[src/core/slbs_defs.svh]
// constants of the status led blink sequencer: offsets, fields, timing
`ifndef SLBS_DEFS_SVH
`define SLBS_DEFS_SVH

// module clock rate in kHz (10 MHz)
`define SLBS_CLK_KHZ 10000

// pattern times in ms
`define SLBS_UNIT_MS 200
`define SLBS_SLOW_MS 1600
`define SLBS_GAP_MS 1000
`define SLBS_REG_MS 10000

// register byte offsets
`define SLBS_ADDR_CTRL 12'h000
`define SLBS_ADDR_FAULT 12'h004
`define SLBS_ADDR_STAT 12'h008

// control register fields
`define SLBS_CTRL_POWER 0
`define SLBS_CTRL_DEMAND 1
`define SLBS_CTRL_SETUP 2
`define SLBS_CTRL_W 3

// fault register fields, bit i gives an (i+1)-pulse group
`define SLBS_FAULT_DUPADDR 0
`define SLBS_FAULT_BUSERR 1
`define SLBS_FAULT_UNKNOWN 2
`define SLBS_FAULT_OVERCUR 3
`define SLBS_FAULT_OPEN 4
`define SLBS_FAULT_W 5

// status register fields
`define SLBS_STAT_MODE_LSB 0
`define SLBS_STAT_CODE_LSB 5
`define SLBS_STAT_LED 8
`define SLBS_STAT_REGDONE 9

// reset values
`define SLBS_CTRL_RST 3'h0
`define SLBS_FAULT_RST 5'h00

`endif

[src/core/slbs_pkg.sv]
// types shared by the status led blink sequencer modules
`default_nettype none

package slbs_pkg;

    // displayed mode, one-hot
    typedef enum logic [4:0] {
        ST_OFF  = 5'h01,
        ST_REG  = 5'h02,
        ST_IDLE = 5'h04,
        ST_FAST = 5'h08,
        ST_ERR  = 5'h10
    } slbs_mode_e;

    typedef struct packed {
        logic [31:0] cnt;
        logic tick;
    } slbs_tick_s;

    typedef struct packed {
        slbs_mode_e mode;
        logic [2:0] code;
        logic [3:0] ph;
        logic led;
        logic [5:0] reg_cnt;
        logic reg_done;
        logic [2:0] ctrl;
        logic [4:0] fault;
        logic [31:0] prdata;
    } slbs_top_s;

endpackage

`default_nettype wire

[src/core/slbs_tick_if.sv]
// tick request and tick pulse between sequencer and tick generator
`timescale 1ns/1ps
`default_nettype none

interface slbs_tick_if;
    logic restart;
    logic tick;

    modport gen (input restart, output tick);
    modport user (output restart, input tick);
endinterface

`default_nettype wire

[src/core/slbs_tick.sv]
// tick generator: one pulse per pattern unit, restartable
`timescale 1ns/1ps
`default_nettype none

module slbs_tick
    import slbs_pkg::*;
#(
    parameter int unsigned TICK_CYCLES = 2000000
) (
    // clock and reset
    input wire logic clk,
    input wire logic rst,
    // tick link
    slbs_tick_if.gen tb
);

    localparam logic [31:0] LAST = 32'(TICK_CYCLES - 1);

    slbs_tick_s s_q;
    slbs_tick_s s_d;

    always_comb begin
        s_d = s_q;
        // a restart aligns the first tick one full unit after it
        if (tb.restart || s_q.cnt == LAST) begin
            s_d.cnt = 32'h0000_0000;
        end else begin
            s_d.cnt = s_q.cnt + 32'h0000_0001;
        end
        s_d.tick = !tb.restart && (s_q.cnt == LAST);
    end

    always_ff @(posedge clk or posedge rst) begin
        if (rst) begin
            s_q <= '0;
        end else begin
            s_q <= s_d;
        end
    end

    assign tb.tick = s_q.tick;

endmodule // slbs_tick

`default_nettype wire

[src/core/slbs_top.sv]
// status led blink sequencer with apb registers
// Function
// - led fully dark whenever the system is powered down.
// - after start-up, led steady on for about 10 s during registration.
// - ready and idle: repeat 1.6 s on, 1.6 s off.
// - demand data arriving: repeat 0.2 s on, 0.2 s off.
// - setup screens or editor return the led to the slow blink.
// - error: N pulses 0.2 s on / 0.2 s off, then 1 s off, repeated.
// - one pulse for two devices sharing one network address.
// - two pulses for too many network bus errors.
// - three pulses for a component of unknown type.
// - four pulses while the valve over-current trip is active.
// - five pulses for an open circuit on a steer valve output.
`timescale 1ns/1ps
`default_nettype none
`include "slbs_defs.svh"

module slbs_top
    import slbs_pkg::*;
#(
    parameter int unsigned TICK_CYCLES = `SLBS_UNIT_MS * `SLBS_CLK_KHZ
) (
    // clock and reset
    input wire logic SYS_CLK,
    input wire logic RST,
    // apb slave
    input wire logic PSEL,
    input wire logic PENABLE,
    input wire logic PWRITE,
    input wire logic [11:0] PADDR,
    input wire logic [31:0] PWDATA,
    input wire logic [3:0] PSTRB,
    output logic [31:0] PRDATA,
    output logic PREADY,
    output logic PSLVERR,
    // status led
    output logic LED_ON
);

    // pattern lengths in ticks of one unit
    localparam logic [3:0] SLOW_T = 4'(`SLBS_SLOW_MS / `SLBS_UNIT_MS);
    localparam logic [3:0] GAP_T = 4'(`SLBS_GAP_MS / `SLBS_UNIT_MS);
    localparam logic [5:0] REG_T = 6'(`SLBS_REG_MS / `SLBS_UNIT_MS);

    slbs_top_s s_q;
    slbs_top_s s_d;
    slbs_tick_if tick_bus ();

    logic tk;
    logic mapped;
    logic wr_en;
    logic chg;
    logic [31:0] rd_word;
    slbs_mode_e mode_d;
    logic [2:0] code_d;

    slbs_tick #(
        .TICK_CYCLES(TICK_CYCLES)
    ) u_tick (
        .clk(SYS_CLK),
        .rst(RST),
        .tb(tick_bus)
    );

    assign tk = tick_bus.tick;

    // cycle length of a pattern in ticks
    function automatic logic [3:0] period_of(slbs_mode_e m, logic [2:0] c);
        logic [3:0] p;
        p = 4'h1;
        unique case (m)
            ST_IDLE: p = 4'(2 * SLOW_T); // 16 wraps to 0, p - 1 is 15
            ST_FAST: p = 4'h2;
            ST_ERR: p = {c, 1'b0} - 4'h1 + GAP_T;
            ST_OFF, ST_REG: p = 4'h1;
            default: p = 4'h1;
        endcase
        return p;
    endfunction

    // led level for a mode at a given phase
    function automatic logic led_of(slbs_mode_e m, logic [2:0] c,
                                    logic [3:0] ph);
        logic l;
        l = 1'b0;
        unique case (m)
            ST_OFF: l = 1'b0;
            ST_REG: l = 1'b1;
            ST_IDLE: l = (ph < SLOW_T);
            ST_FAST: l = (ph == 4'h0);
            ST_ERR: l = (ph < ({c, 1'b0} - 4'h1)) && !ph[0];
            default: l = 1'b0;
        endcase
        return l;
    endfunction

    // apb decode
    assign mapped = (PADDR == `SLBS_ADDR_CTRL) ||
                    (PADDR == `SLBS_ADDR_FAULT) ||
                    (PADDR == `SLBS_ADDR_STAT);
    assign wr_en = PSEL && PENABLE && PWRITE && PSTRB[0];
    assign PREADY = 1'b1;
    assign PSLVERR = PSEL && PENABLE && !mapped;
    assign PRDATA = s_q.prdata;
    assign LED_ON = s_q.led;

    always_comb begin
        rd_word = 32'h0000_0000;
        unique case (PADDR)
            `SLBS_ADDR_CTRL: rd_word[`SLBS_CTRL_W-1:0] = s_q.ctrl;
            `SLBS_ADDR_FAULT: rd_word[`SLBS_FAULT_W-1:0] = s_q.fault;
            `SLBS_ADDR_STAT: begin
                rd_word[`SLBS_STAT_MODE_LSB +: 5] = s_q.mode;
                rd_word[`SLBS_STAT_CODE_LSB +: 3] = s_q.code;
                rd_word[`SLBS_STAT_LED] = s_q.led;
                rd_word[`SLBS_STAT_REGDONE] = s_q.reg_done;
            end
            default: rd_word = 32'h0000_0000;
        endcase
    end

    // displayed mode and error group selection
    always_comb begin
        code_d = 3'h0;
        // highest bit first so the lowest set bit wins
        for (int i = `SLBS_FAULT_W - 1; i >= 0; i--) begin
            if (s_q.fault[i]) begin
                code_d = 3'(i + 1);
            end
        end
        if (!s_q.ctrl[`SLBS_CTRL_POWER]) begin
            mode_d = ST_OFF;
            code_d = 3'h0;
        end else if (s_q.fault != 5'h00) begin
            mode_d = ST_ERR;
        end else if (!s_q.reg_done) begin
            mode_d = ST_REG;
        end else if (s_q.ctrl[`SLBS_CTRL_DEMAND] &&
                     !s_q.ctrl[`SLBS_CTRL_SETUP]) begin
            mode_d = ST_FAST;
        end else begin
            mode_d = ST_IDLE;
        end
        chg = (mode_d != s_q.mode) || (code_d != s_q.code);
    end

    assign tick_bus.restart = chg;

    always_comb begin
        s_d = s_q;
        // read data is captured in the setup phase, so no wait states
        if (PSEL && !PENABLE) begin
            s_d.prdata = rd_word;
        end
        if (wr_en) begin
            if (PADDR == `SLBS_ADDR_CTRL) begin
                s_d.ctrl = PWDATA[`SLBS_CTRL_W-1:0];
            end
            if (PADDR == `SLBS_ADDR_FAULT) begin
                s_d.fault = PWDATA[`SLBS_FAULT_W-1:0];
            end
        end
        s_d.mode = mode_d;
        s_d.code = code_d;
        // registration window restarts at every power-up
        if (mode_d == ST_OFF) begin
            s_d.reg_cnt = 6'h00;
            s_d.reg_done = 1'b0;
        end else if (s_q.mode == ST_REG && mode_d == ST_REG && tk) begin
            if (s_q.reg_cnt == REG_T - 6'h01) begin
                s_d.reg_done = 1'b1;
            end else begin
                s_d.reg_cnt = s_q.reg_cnt + 6'h01;
            end
        end
        if (chg) begin
            s_d.ph = 4'h0;
        end else if (tk) begin
            if (s_q.ph >= period_of(s_q.mode, s_q.code) - 4'h1) begin
                s_d.ph = 4'h0;
            end else begin
                s_d.ph = s_q.ph + 4'h1;
            end
        end
        s_d.led = led_of(s_d.mode, s_d.code, s_d.ph);
    end

    always_ff @(posedge SYS_CLK or posedge RST) begin
        if (RST) begin
            s_q <= '0;
            s_q.mode <= ST_OFF;
            s_q.ctrl <= `SLBS_CTRL_RST;
            s_q.fault <= `SLBS_FAULT_RST;
        end else begin
            s_q <= s_d;
        end
    end

    logic pw_q;
    logic nf_q;
    assign pw_q = s_q.ctrl[`SLBS_CTRL_POWER];
    assign nf_q = (s_q.fault == 5'h00);
endmodule // slbs_top

`default_nettype wire

[config.mk]
export PLATFORM = sky130hd
export DESIGN_NAME = slbs_top
export DESIGN_NICKNAME = d
export VERILOG_FILES = /design/src/core/slbs_pkg.sv /design/src/core/slbs_tick_if.sv /design/src/core/slbs_tick.sv /design/src/core/slbs_top.sv
export VERILOG_INCLUDE_DIRS = /design/src /design/src/core
export SDC_FILE = /design/constraint.sdc
export NUM_CORES = 1
export LEC_CHECK = 0
export ABC_AREA = 1
export ABC_CLOCK_PERIOD_IN_PS = 7200
export BUFFER_PORTS_ARGS = -buffer_cell sky130_fd_sc_hd__buf_2
export CORE_UTILIZATION = 30
export CTS_CLUSTER_DIAMETER = 80
export DETAILED_ROUTE_END_ITERATION = 12
export GPL_ROUTABILITY_DRIVEN = 0
export GPL_TIMING_DRIVEN = 0
export MAX_ROUTING_LAYER = met4
export PLACE_DENSITY = 0.5
export SYNTH_ARGS = -nofsm -noshare
export SYNTH_HDL_FRONTEND = slang
export SYNTH_SLANG_ARGS = --single-unit
[constraint.sdc]
create_clock -name SYS_CLK -period 7.2 [get_ports SYS_CLK]
set_clock_uncertainty 0.1 [all_clocks]
set_input_delay 1.08 -clock SYS_CLK [delete_from_list [all_inputs] [get_ports SYS_CLK]]
set_output_delay 1.08 -clock SYS_CLK [all_outputs]
set_load 0.1 [all_outputs]
Word-level counts from Yosys, hierarchy flattened
Index checks and enable logic that the tools add are counted.

storage, ports and cells
  register bits = 71
  bits of input ports = 53
  output and inout port bits = 35
  logic and storage cells = 90

operators by class
  add/subtract/negate cells = 7
  order comparisons = 3
  equal/unequal tests = 16
  muxes and demuxes = 25
  reduce and logical (&&, ||, !) cells = 28

operator list
  kind                     number
  $add A32 B1 Y32 const B  1
  $eq A32 B21 Y1 const B   1
  $mux W32                 1
  $mux W4                  7
  $mux W3                  6
  $mux W5                  3
  $mux W7                  2
  $eq A12 B3 Y1 const B    1
  $eq A12 B4 Y1 const B    1
  $logic_not A12 Y1        1
  $pmux W4 S3              1
  $sub A4 B1 Y4 const B    3
  $eq A5 B2 Y1 const B     2
  $eq A5 B3 Y1 const B     2
  $eq A5 B4 Y1 const B     2
  $eq A5 B5 Y1 const B     2
  $logic_and A1 B1 Y1      10
  $pmux W3 S3              1
  $reduce_and A2 Y1        4
  $add A6 B1 Y6 const B    1
  $eq A6 B6 Y1 const B     1
  $mux W6                  1
  $eq A5 B1 Y1 const B     1
  $logic_not A1 Y1         5
  other kinds (15)         19

Logic depth before layout (Yosys ltp)
Gate-level depths: netlist of the first run.

  depth after elaboration = 17
  mapped depth = 24
  depth with buffers taken out = 24

By module
Synthesis of the first run repeated with hierarchy kept, for this count alone.

unflattened totals
  cell total of the unflattened synthesis = 662
  area, all modules = 4,615.7 sq um

by module, submodules not included
  module     times used  cells each  area an instance (sq um)  sequential area each (sq um)
  slbs_top   1           349         2,580.0                   952.2
  slbs_tick  1           313         2,035.7                   825.8

Worst setup path before layout of the first run
No wires, ideal clock.

  path type = register to register
  from = register s_q[58] (netlist bit)
  to = register s_q, in the netlist LED_ON
  setup time = 65 ps
  data arrival time = 3,135 ps
  required time = 7,035 ps
  slack = 3,900 ps
  cell stages (with the launch flop) = 24
  path buffers = 0
  period minus slack after synthesis = 3,300 ps
  path through = dfrtp_1 -> inv_1 -> nand2_1 -> nor3_1 -> inv_1 -> o211ai_1 -> o21ai_0 -> xor2_1 -> inv_1 -> ha_1 -> a21oi_1 -> nand3_1 -> nand2_1 -> nand3_1 -> nor2_1 -> ha_1 -> a21oi_1 -> nand2_1 -> a31o_2 -> nand2_1 -> nand2_1 -> inv_1 -> nand2_1 -> nand2_1

RTL lines
  item             line            text
  start, declared  slbs_top.sv:45  slbs_top_s s_q;

==> impl_metrics.yaml, run 1 <==
worst_setup_path:
  required_ps: 7380
  cpMostUsedCell: "nand2_1"
  critical-path-top-delay-family: "simple AND/OR/NAND/NOR gates"
  crit_fanout: 4
  cp.arrival_ps: 4140
  cp_slowest_stage_delay_ps: 400
  crit_type: "reg -> reg"
  startpoint_type: "flop"
  cp_num_buf_inv: 4
  critical_path.cell_chain: "inv_1 > nand2_1 > nor3_1 > inv_1 > o211ai_1 > o21ai_0 > xor2_1 > inv_1 > ha_1 > a21oi_1 > nand3_1 > nand2_1 > nand3_1 > nor2_1 > ha_1 > a21oi_1 > nand2_1 > a31o_2 > nand2_1 > nand2_1 > inv_1 > nand2_1 > nand2_1"
  crit_slowest_cell: "dfrtp_1"
  end_kind: "flop"
synthesis:
  yosys_warnings: 0
  synth_area_leader_cell: "dfrtp_1"
  synth.area.top_cells: "dfrtp_1, nand2_1, inv_1"
  synthArstFlopShare_pct: 100
  ys_types: 40
  syn-cell-area_um2: 4290
  netlist.area_leader.share_pct: 40.8
  synth_edf_count: 0
  synth.avg_cell_area_um2: 7.46
  synthFlopType: "dfrtp_1"
  syn_inst: 575
  ys_seq_area_share_pct: 41.4
  synth_seq_cells: 71
die:
  placeableCoreArea_um2: 13900
  rows: 43
  die_x_um: 122
  die_area_um2: 14800
  io_pins: 88
  die_h_um: 122
  start_util_pct: 30.8
clocking:
  cts_tree: "built"
  htreeDepth: 3
  cts_resized: 0
  cts_hold_buffers: 0
  insertion_delay_ps: 340
  cts_buffer_depth: 2
  numClockSinks: 71
  cts_root_buf: "clkbuf_16"
  postCtsSetupRepairBufs: 0
  clk_pin_slew_ps: 60
  cts-buffers-inserted: 9
pwr:
  power.density_nw_per_um2: 210
  p_leak_nw: 2.67
  ir_drop_mv: 0.107
placed_design:
  dp_cells: 811
  io_buffers: 34
  hpwl_mm: 7.18
  place_ws_ps: 3290
  placed_cell_area_um2: 4800
grt:
  track_usage_pct: 14.5
  grt_max_degree: 43
  grt.overflow.total: 0
  grt_pass1_wl_mm: 16.2
  antenna_found_initial: 0
  grt_pass1_vias: 3586
final_layout:
  fin_cells: 827
  nets: 706
  n_antenna_cell: 0
  drive_above_1_share_pct: 17.5
  nFillCells: 1448
  final_cell_area_um2: 5140
  area_growth_pct: 19.8
run:
  maxCapViolations: 0
sta:
  hold_ws_ps: 360
  finalCritPeriodShare_pct: 55.0
  hold_violations: 0
  report.final.slew_viol_count: 0
  setup_ws_ps: 3240
  rsz0062_at_grt: "false"
  fmax_mhz: 253
  setup_tns_ps: 0
  period_needed_ps: 3960
  setup_viol: 0
drt:
  drt_pass1_iterations: 4
  viasPerCell: 4.42
  drcViolationCount: 0
  wl_mm: 9.31
  wire_per_inst_um: 11.3
  first_iter_violations: 174
  via_count: 3654
  drtAntennaViolNets: 0
status:
  outcome: "completed"
min_path:
  min_path_type: "reg -> reg"
-- worst register-to-register path, stage by stage (launching register included) --
cell      delay (ps)
dfrtp_1          400
inv_1            130
nand2_1          100
nor3_1           270
inv_1            130
o211ai_1         280
o21ai_0          190
xor2_1           160
inv_1             60
ha_1             300
a21oi_1          140
nand3_1          120
nand2_1          140
nand3_1          150
nor2_1           180
ha_1             270
a21oi_1          160
nand2_1          100
a31o_2           230
nand2_1           60
nand2_1           50
inv_1             40
nand2_1           50
nand2_1           70
-- flip-flops by register name, summed over array words and instances (netlist names) --
register,flops
LED_ON,1
PRDATA,10
pw_q,1
s_q,26
u_tick.s_q,32
u_tick.tb.tick,1
-- Yosys cell counts, types with 2 or more instances --
library cell and count:
nand3_1 32, o31ai_1 5, a31oi_1 3, buf_4 33, nand2_1 122, ha_1 11
dfrtp_1 70, nor2_4 4, nor2_1 70, a21oi_1 26, xnor2_1 2, o21a_1 2
o21ai_1 2, nor2_2 9, inv_1 90, nor4_1 3, nand3b_1 2, conb_1 2
o21ai_0 22, buf_6 2, inv_2 2, nand2_2 4, xor2_1 8, nand4_1 11
o22ai_1 6, nor3_1 18
-- cell type report --
cell class,instances,area (um^2),share of cell area (%)
Buffer,37,279,5.43
Tap cell,180,225,4.38
Sequential cell,71,1780,34.6
Clock inverter,6,108,2.09
Clock buffer,10,239,4.65
Multi-Input combinational cell,396,1970,38.3
Timing Repair Buffer,35,198,3.84
Inverter,92,348,6.76
-- stage by stage --
step                      power (mW)  utilization (%)
after floorplan                0.549                -
after global placement         0.565             34.2
after detailed placement       0.569             34.4
after CTS                       1.10             36.9
after global routing            1.12             36.9
final                           1.08             36.9
-- cells in the final DEF (no fill, tap or decap), drive strengths merged, types with 3 or more instances in the layout --
cell,instances
bufinv,3
nand2,126
a21oi,27
buf,71
nand3,33
dfrtp,70
nor3,19
o22ai,6
nor4,3
conb,23
o31ai,5
a31oi,3
o21ai,24
xor2,8
nand4,12
ha,11
inv,92
clkbuf,11
nor2,83
-- worst paths after layout --
kind / startpoint / to / slack [ps] / depth (start not counted)
setup / recovery: s_q[57] / LED_ON / 3240 / 23
hold / removal: u_tick.s_q[1] / u_tick.s_q[1] / 360 / 1
setup reg to reg: s_q[57] / LED_ON / 3240 / 23
hold reg to reg: u_tick.s_q[1] / u_tick.s_q[1] / 360 / 1
max in group asynchronous: RST / s_q[55] / 5750 / 3
min in group asynchronous: RST / s_q[42] / 650 / 2
-- per-layer routing --
| metal | vias to the layer above | GRT usage (%) | wire (um) |
|---|---|---|---|
| met1 | 1676 | 18.1 | 4570 |
| li1 | 1918 | - | - |
| met4 | 0 | 6.25 | 174 |
| met3 | 12 | 3.14 | 297 |
| met2 | 48 | 22.5 | 4270 |
| met5 | - | - | 0 |
-- logic make-up (layout without fill, tap and decap cells) --
family	Yosys count	count (layout)	share of synthesized area, %
adders and majority gates	11	11	3.21
other	2	23	0.175
AOI/OAI and AO/OA	73	73	9.71
and+or+nand+nor	279	279	28.9
buffers and inverters	129	180	14.5
xor gates and xnor gates	10	10	2.04
DFF	71	71	41.4
-- report_power, final --
part,switching [mW],internal [mW],leakage [nW],total [mW]
sequential,0.0155,0.418,0.965,0.434
clock,0.171,0.346,0.168,0.517
combinational,0.0924,0.0342,1.54,0.127
No activity file was read; power rests on OpenSTA's default activity.
==> inputs of run 2 (changes only) <==
--- a/config.mk
+++ b/config.mk
@@ -7,7 +7,7 @@
 export NUM_CORES = 1
 export LEC_CHECK = 0
 export ABC_AREA = 1
-export ABC_CLOCK_PERIOD_IN_PS = 7200
+export ABC_CLOCK_PERIOD_IN_PS = 3200
 export BUFFER_PORTS_ARGS = -buffer_cell sky130_fd_sc_hd__buf_2
 export CORE_UTILIZATION = 30
 export CTS_CLUSTER_DIAMETER = 80
@@ -15,7 +15,7 @@
 export GPL_ROUTABILITY_DRIVEN = 0
 export GPL_TIMING_DRIVEN = 0
 export MAX_ROUTING_LAYER = met4
-export PLACE_DENSITY = 0.5
+export PLACE_DENSITY = 0.52
 export SYNTH_ARGS = -nofsm -noshare
 export SYNTH_HDL_FRONTEND = slang
 export SYNTH_SLANG_ARGS = --single-unit
==> constraint.sdc (replaced) <==
create_clock -name SYS_CLK -period 3.2 [get_ports SYS_CLK]
set_clock_uncertainty 0.1 [all_clocks]
set_input_delay 0.48 -clock SYS_CLK [delete_from_list [all_inputs] [get_ports SYS_CLK]]
set_output_delay 0.48 -clock SYS_CLK [all_outputs]
set_load 0.1 [all_outputs]
==> impl_metrics.yaml, run 2 (synthesis results as in run 1) <==
status:
  outcome: "finished, violations left"
  violations: "negative setup slack"
clocking:
  cts-buffers-inserted: 9
  cts_buffer_depth: 2
  insertion_delay_ps: 340
  htreeDepth: 3
  cts_tree: "built"
  numClockSinks: 71
  cts_root_buf: "clkbuf_16"
  clk_pin_slew_ps: 60
pwr:
  p_leak_nw: 2.82
  switchingPower_mw: 0.612
  power.density_nw_per_um2: 418
  p_sw_share_pct: 27.0
  clkPwrFrac_pct: 44.3
  p_seq_share_pct: 43.0
  power_mw: 2.27
  combPwrFrac_pct: 12.7
  ir_drop_mv: 0.190
  power.internal_mw: 1.66
drt:
  viasPerCell: 4.50
  wire_per_inst_um: 11.2
  drcViolationCount: 0
  drt_pass1_iterations: 4
  wl_mm: 9.55
  first_iter_violations: 200
  drtAntennaViolNets: 0
  via_count: 3844
final_layout:
  fin_cells: 855
  nets: 735
  top_register: "u_tick.s_q"
  area_growth_pct: 26.5
  layout_common_cells: "nand2_1, inv_1, dfrtp_1"
  nFillCells: 1443
  final_common_cell: "nand2_1"
  largest_reg_flops: 32
  n_antenna_cell: 0
  drive_above_1_share_pct: 24.0
run:
  maxCapViolations: 0
grt:
  antenna_found_initial: 0
  grt_pass1_vias: 3624
  grt_max_degree: 44
  grtUsageMet2_pct: 22.9
  grt_pass1_wl_mm: 16.2
  track_usage_pct: 14.3
  use_met3_pct: 2.86
  gr-usage-met1_pct: 17.7
  top_usage_layer: "met2"
  grt.overflow.total: 0
placed_design:
  dp_cells: 811
  io_buffers: 34
  hpwl_mm: 7.01
die:
  start_util_pct: 30.8
  rows: 43
  die_h_um: 122
  io_pins: 88
  die_x_um: 122
  die_area_um2: 14800
  placeableCoreArea_um2: 13900
sta:
  rsz0062_at_grt: "true"
  fmax_mhz: 302
  setup_viol: 3
  report.final.slew_viol_count: 0
  setup_ws_ps: -112
  period_needed_ps: 3310
  finalCritPeriodShare_pct: 103
  hold_violations: 0
worst_setup_path:
  cp.arrival_ps: 3460
  startpoint_type: "flop"
  required_ps: 3350
  crit_type: "reg -> reg"
  crit_fanout: 4
  end_kind: "flop"
min_path:
  min_path_type: "in -> async"
-- run 2: power by group through the flow --
stage | combinational [mW] | sequential, mW | clock, mW
after global routing | 0.313 | 0.985 | 1.07
after detailed placement | 0.288 | 0.993 | 0
final | 0.288 | 0.976 | 1.01
after CTS | 0.290 | 0.977 | 1.03
after floorplan | 0.249 | 0.985 | 0
after global placement | 0.279 | 0.991 | 0
-- run 2: final cells by class --
class                           count  area, um^2  area share [%]
Multi-Input combinational cell    396        2080            38.4
Inverter                           92         348            6.41
Tap cell                          180         225            4.15
Clock inverter                      3        42.5           0.784
Timing Repair Buffer               64         415            7.65
Sequential cell                    71        1780            32.8
Clock buffer                       12         256            4.73
Buffer                             37         279            5.14
-- run 2: worst paths after layout --
kind	start	endpoint	slack, ps	cells after the start
max	s_q[56]	s_q[49]	-110	21
min	RST	s_q[44]	50	2
max reg2reg	s_q[56]	s_q[49]	-110	21
min reg2reg	u_tick.s_q[1]	u_tick.s_q[1]	360	1
max in group asynchronous	RST	u_tick.s_q[25]	2390	3
min in group SYS_CLK	PWDATA[4]	s_q[36]	290	3
-- run 2: worst max-delay path, cell delays in order, from the launching register on --
cell,delay [ps]
dfrtp_1,420
nor2_4,110
inv_2,50
nor3_4,210
inv_2,80
o211ai_1,210
buf_4,150
nand3b_1,110
nand2_1,60
ha_1,330
nand4_1,100
nand3_2,120
nand2_4,110
nand3_4,80
buf_4,140
buf_4,120
buf_4,120
buf_4,120
buf_4,120
buf_4,110
buf_4,120
a211oi_2,130
-- run 2: timing repair --
item,CTS,global route
resized for setup,17,8
hold buffers,0,0
pin swaps,17,9
setup endpoints to repair,1,4
buffers inserted,28,3
-- run 2: per-layer routing --
| metal | vias to the layer above | routed length, um |
|---|---|---|
| li1 | 1988 | - |
| met1 | 1770 | 4370 |
| met3 | 18 | 405 |
| met5 | - | 0 |
| met4 | 0 | 197 |
| met2 | 68 | 4580 |
-- run 2: through the flow --
stage / util [%] / setup WS, ps / hold WS, ps / cell area, um^2 / setup TNS [ps]
2_1_floorplan: - / 7.12 / 330 / 4380 / 0
3_3_place_gp: 34.3 / -426 / 345 / 4770 / -16500
3_5_place_dp: 34.5 / -550 / 356 / 4800 / -550
4_1_cts: 38.5 / -77.6 / 56.9 / 5370 / -89.3
5_1_grt: 39.0 / -379 / 82.1 / 5430 / -855
6_report: 39.0 / -112 / 52.0 / 5430 / -249
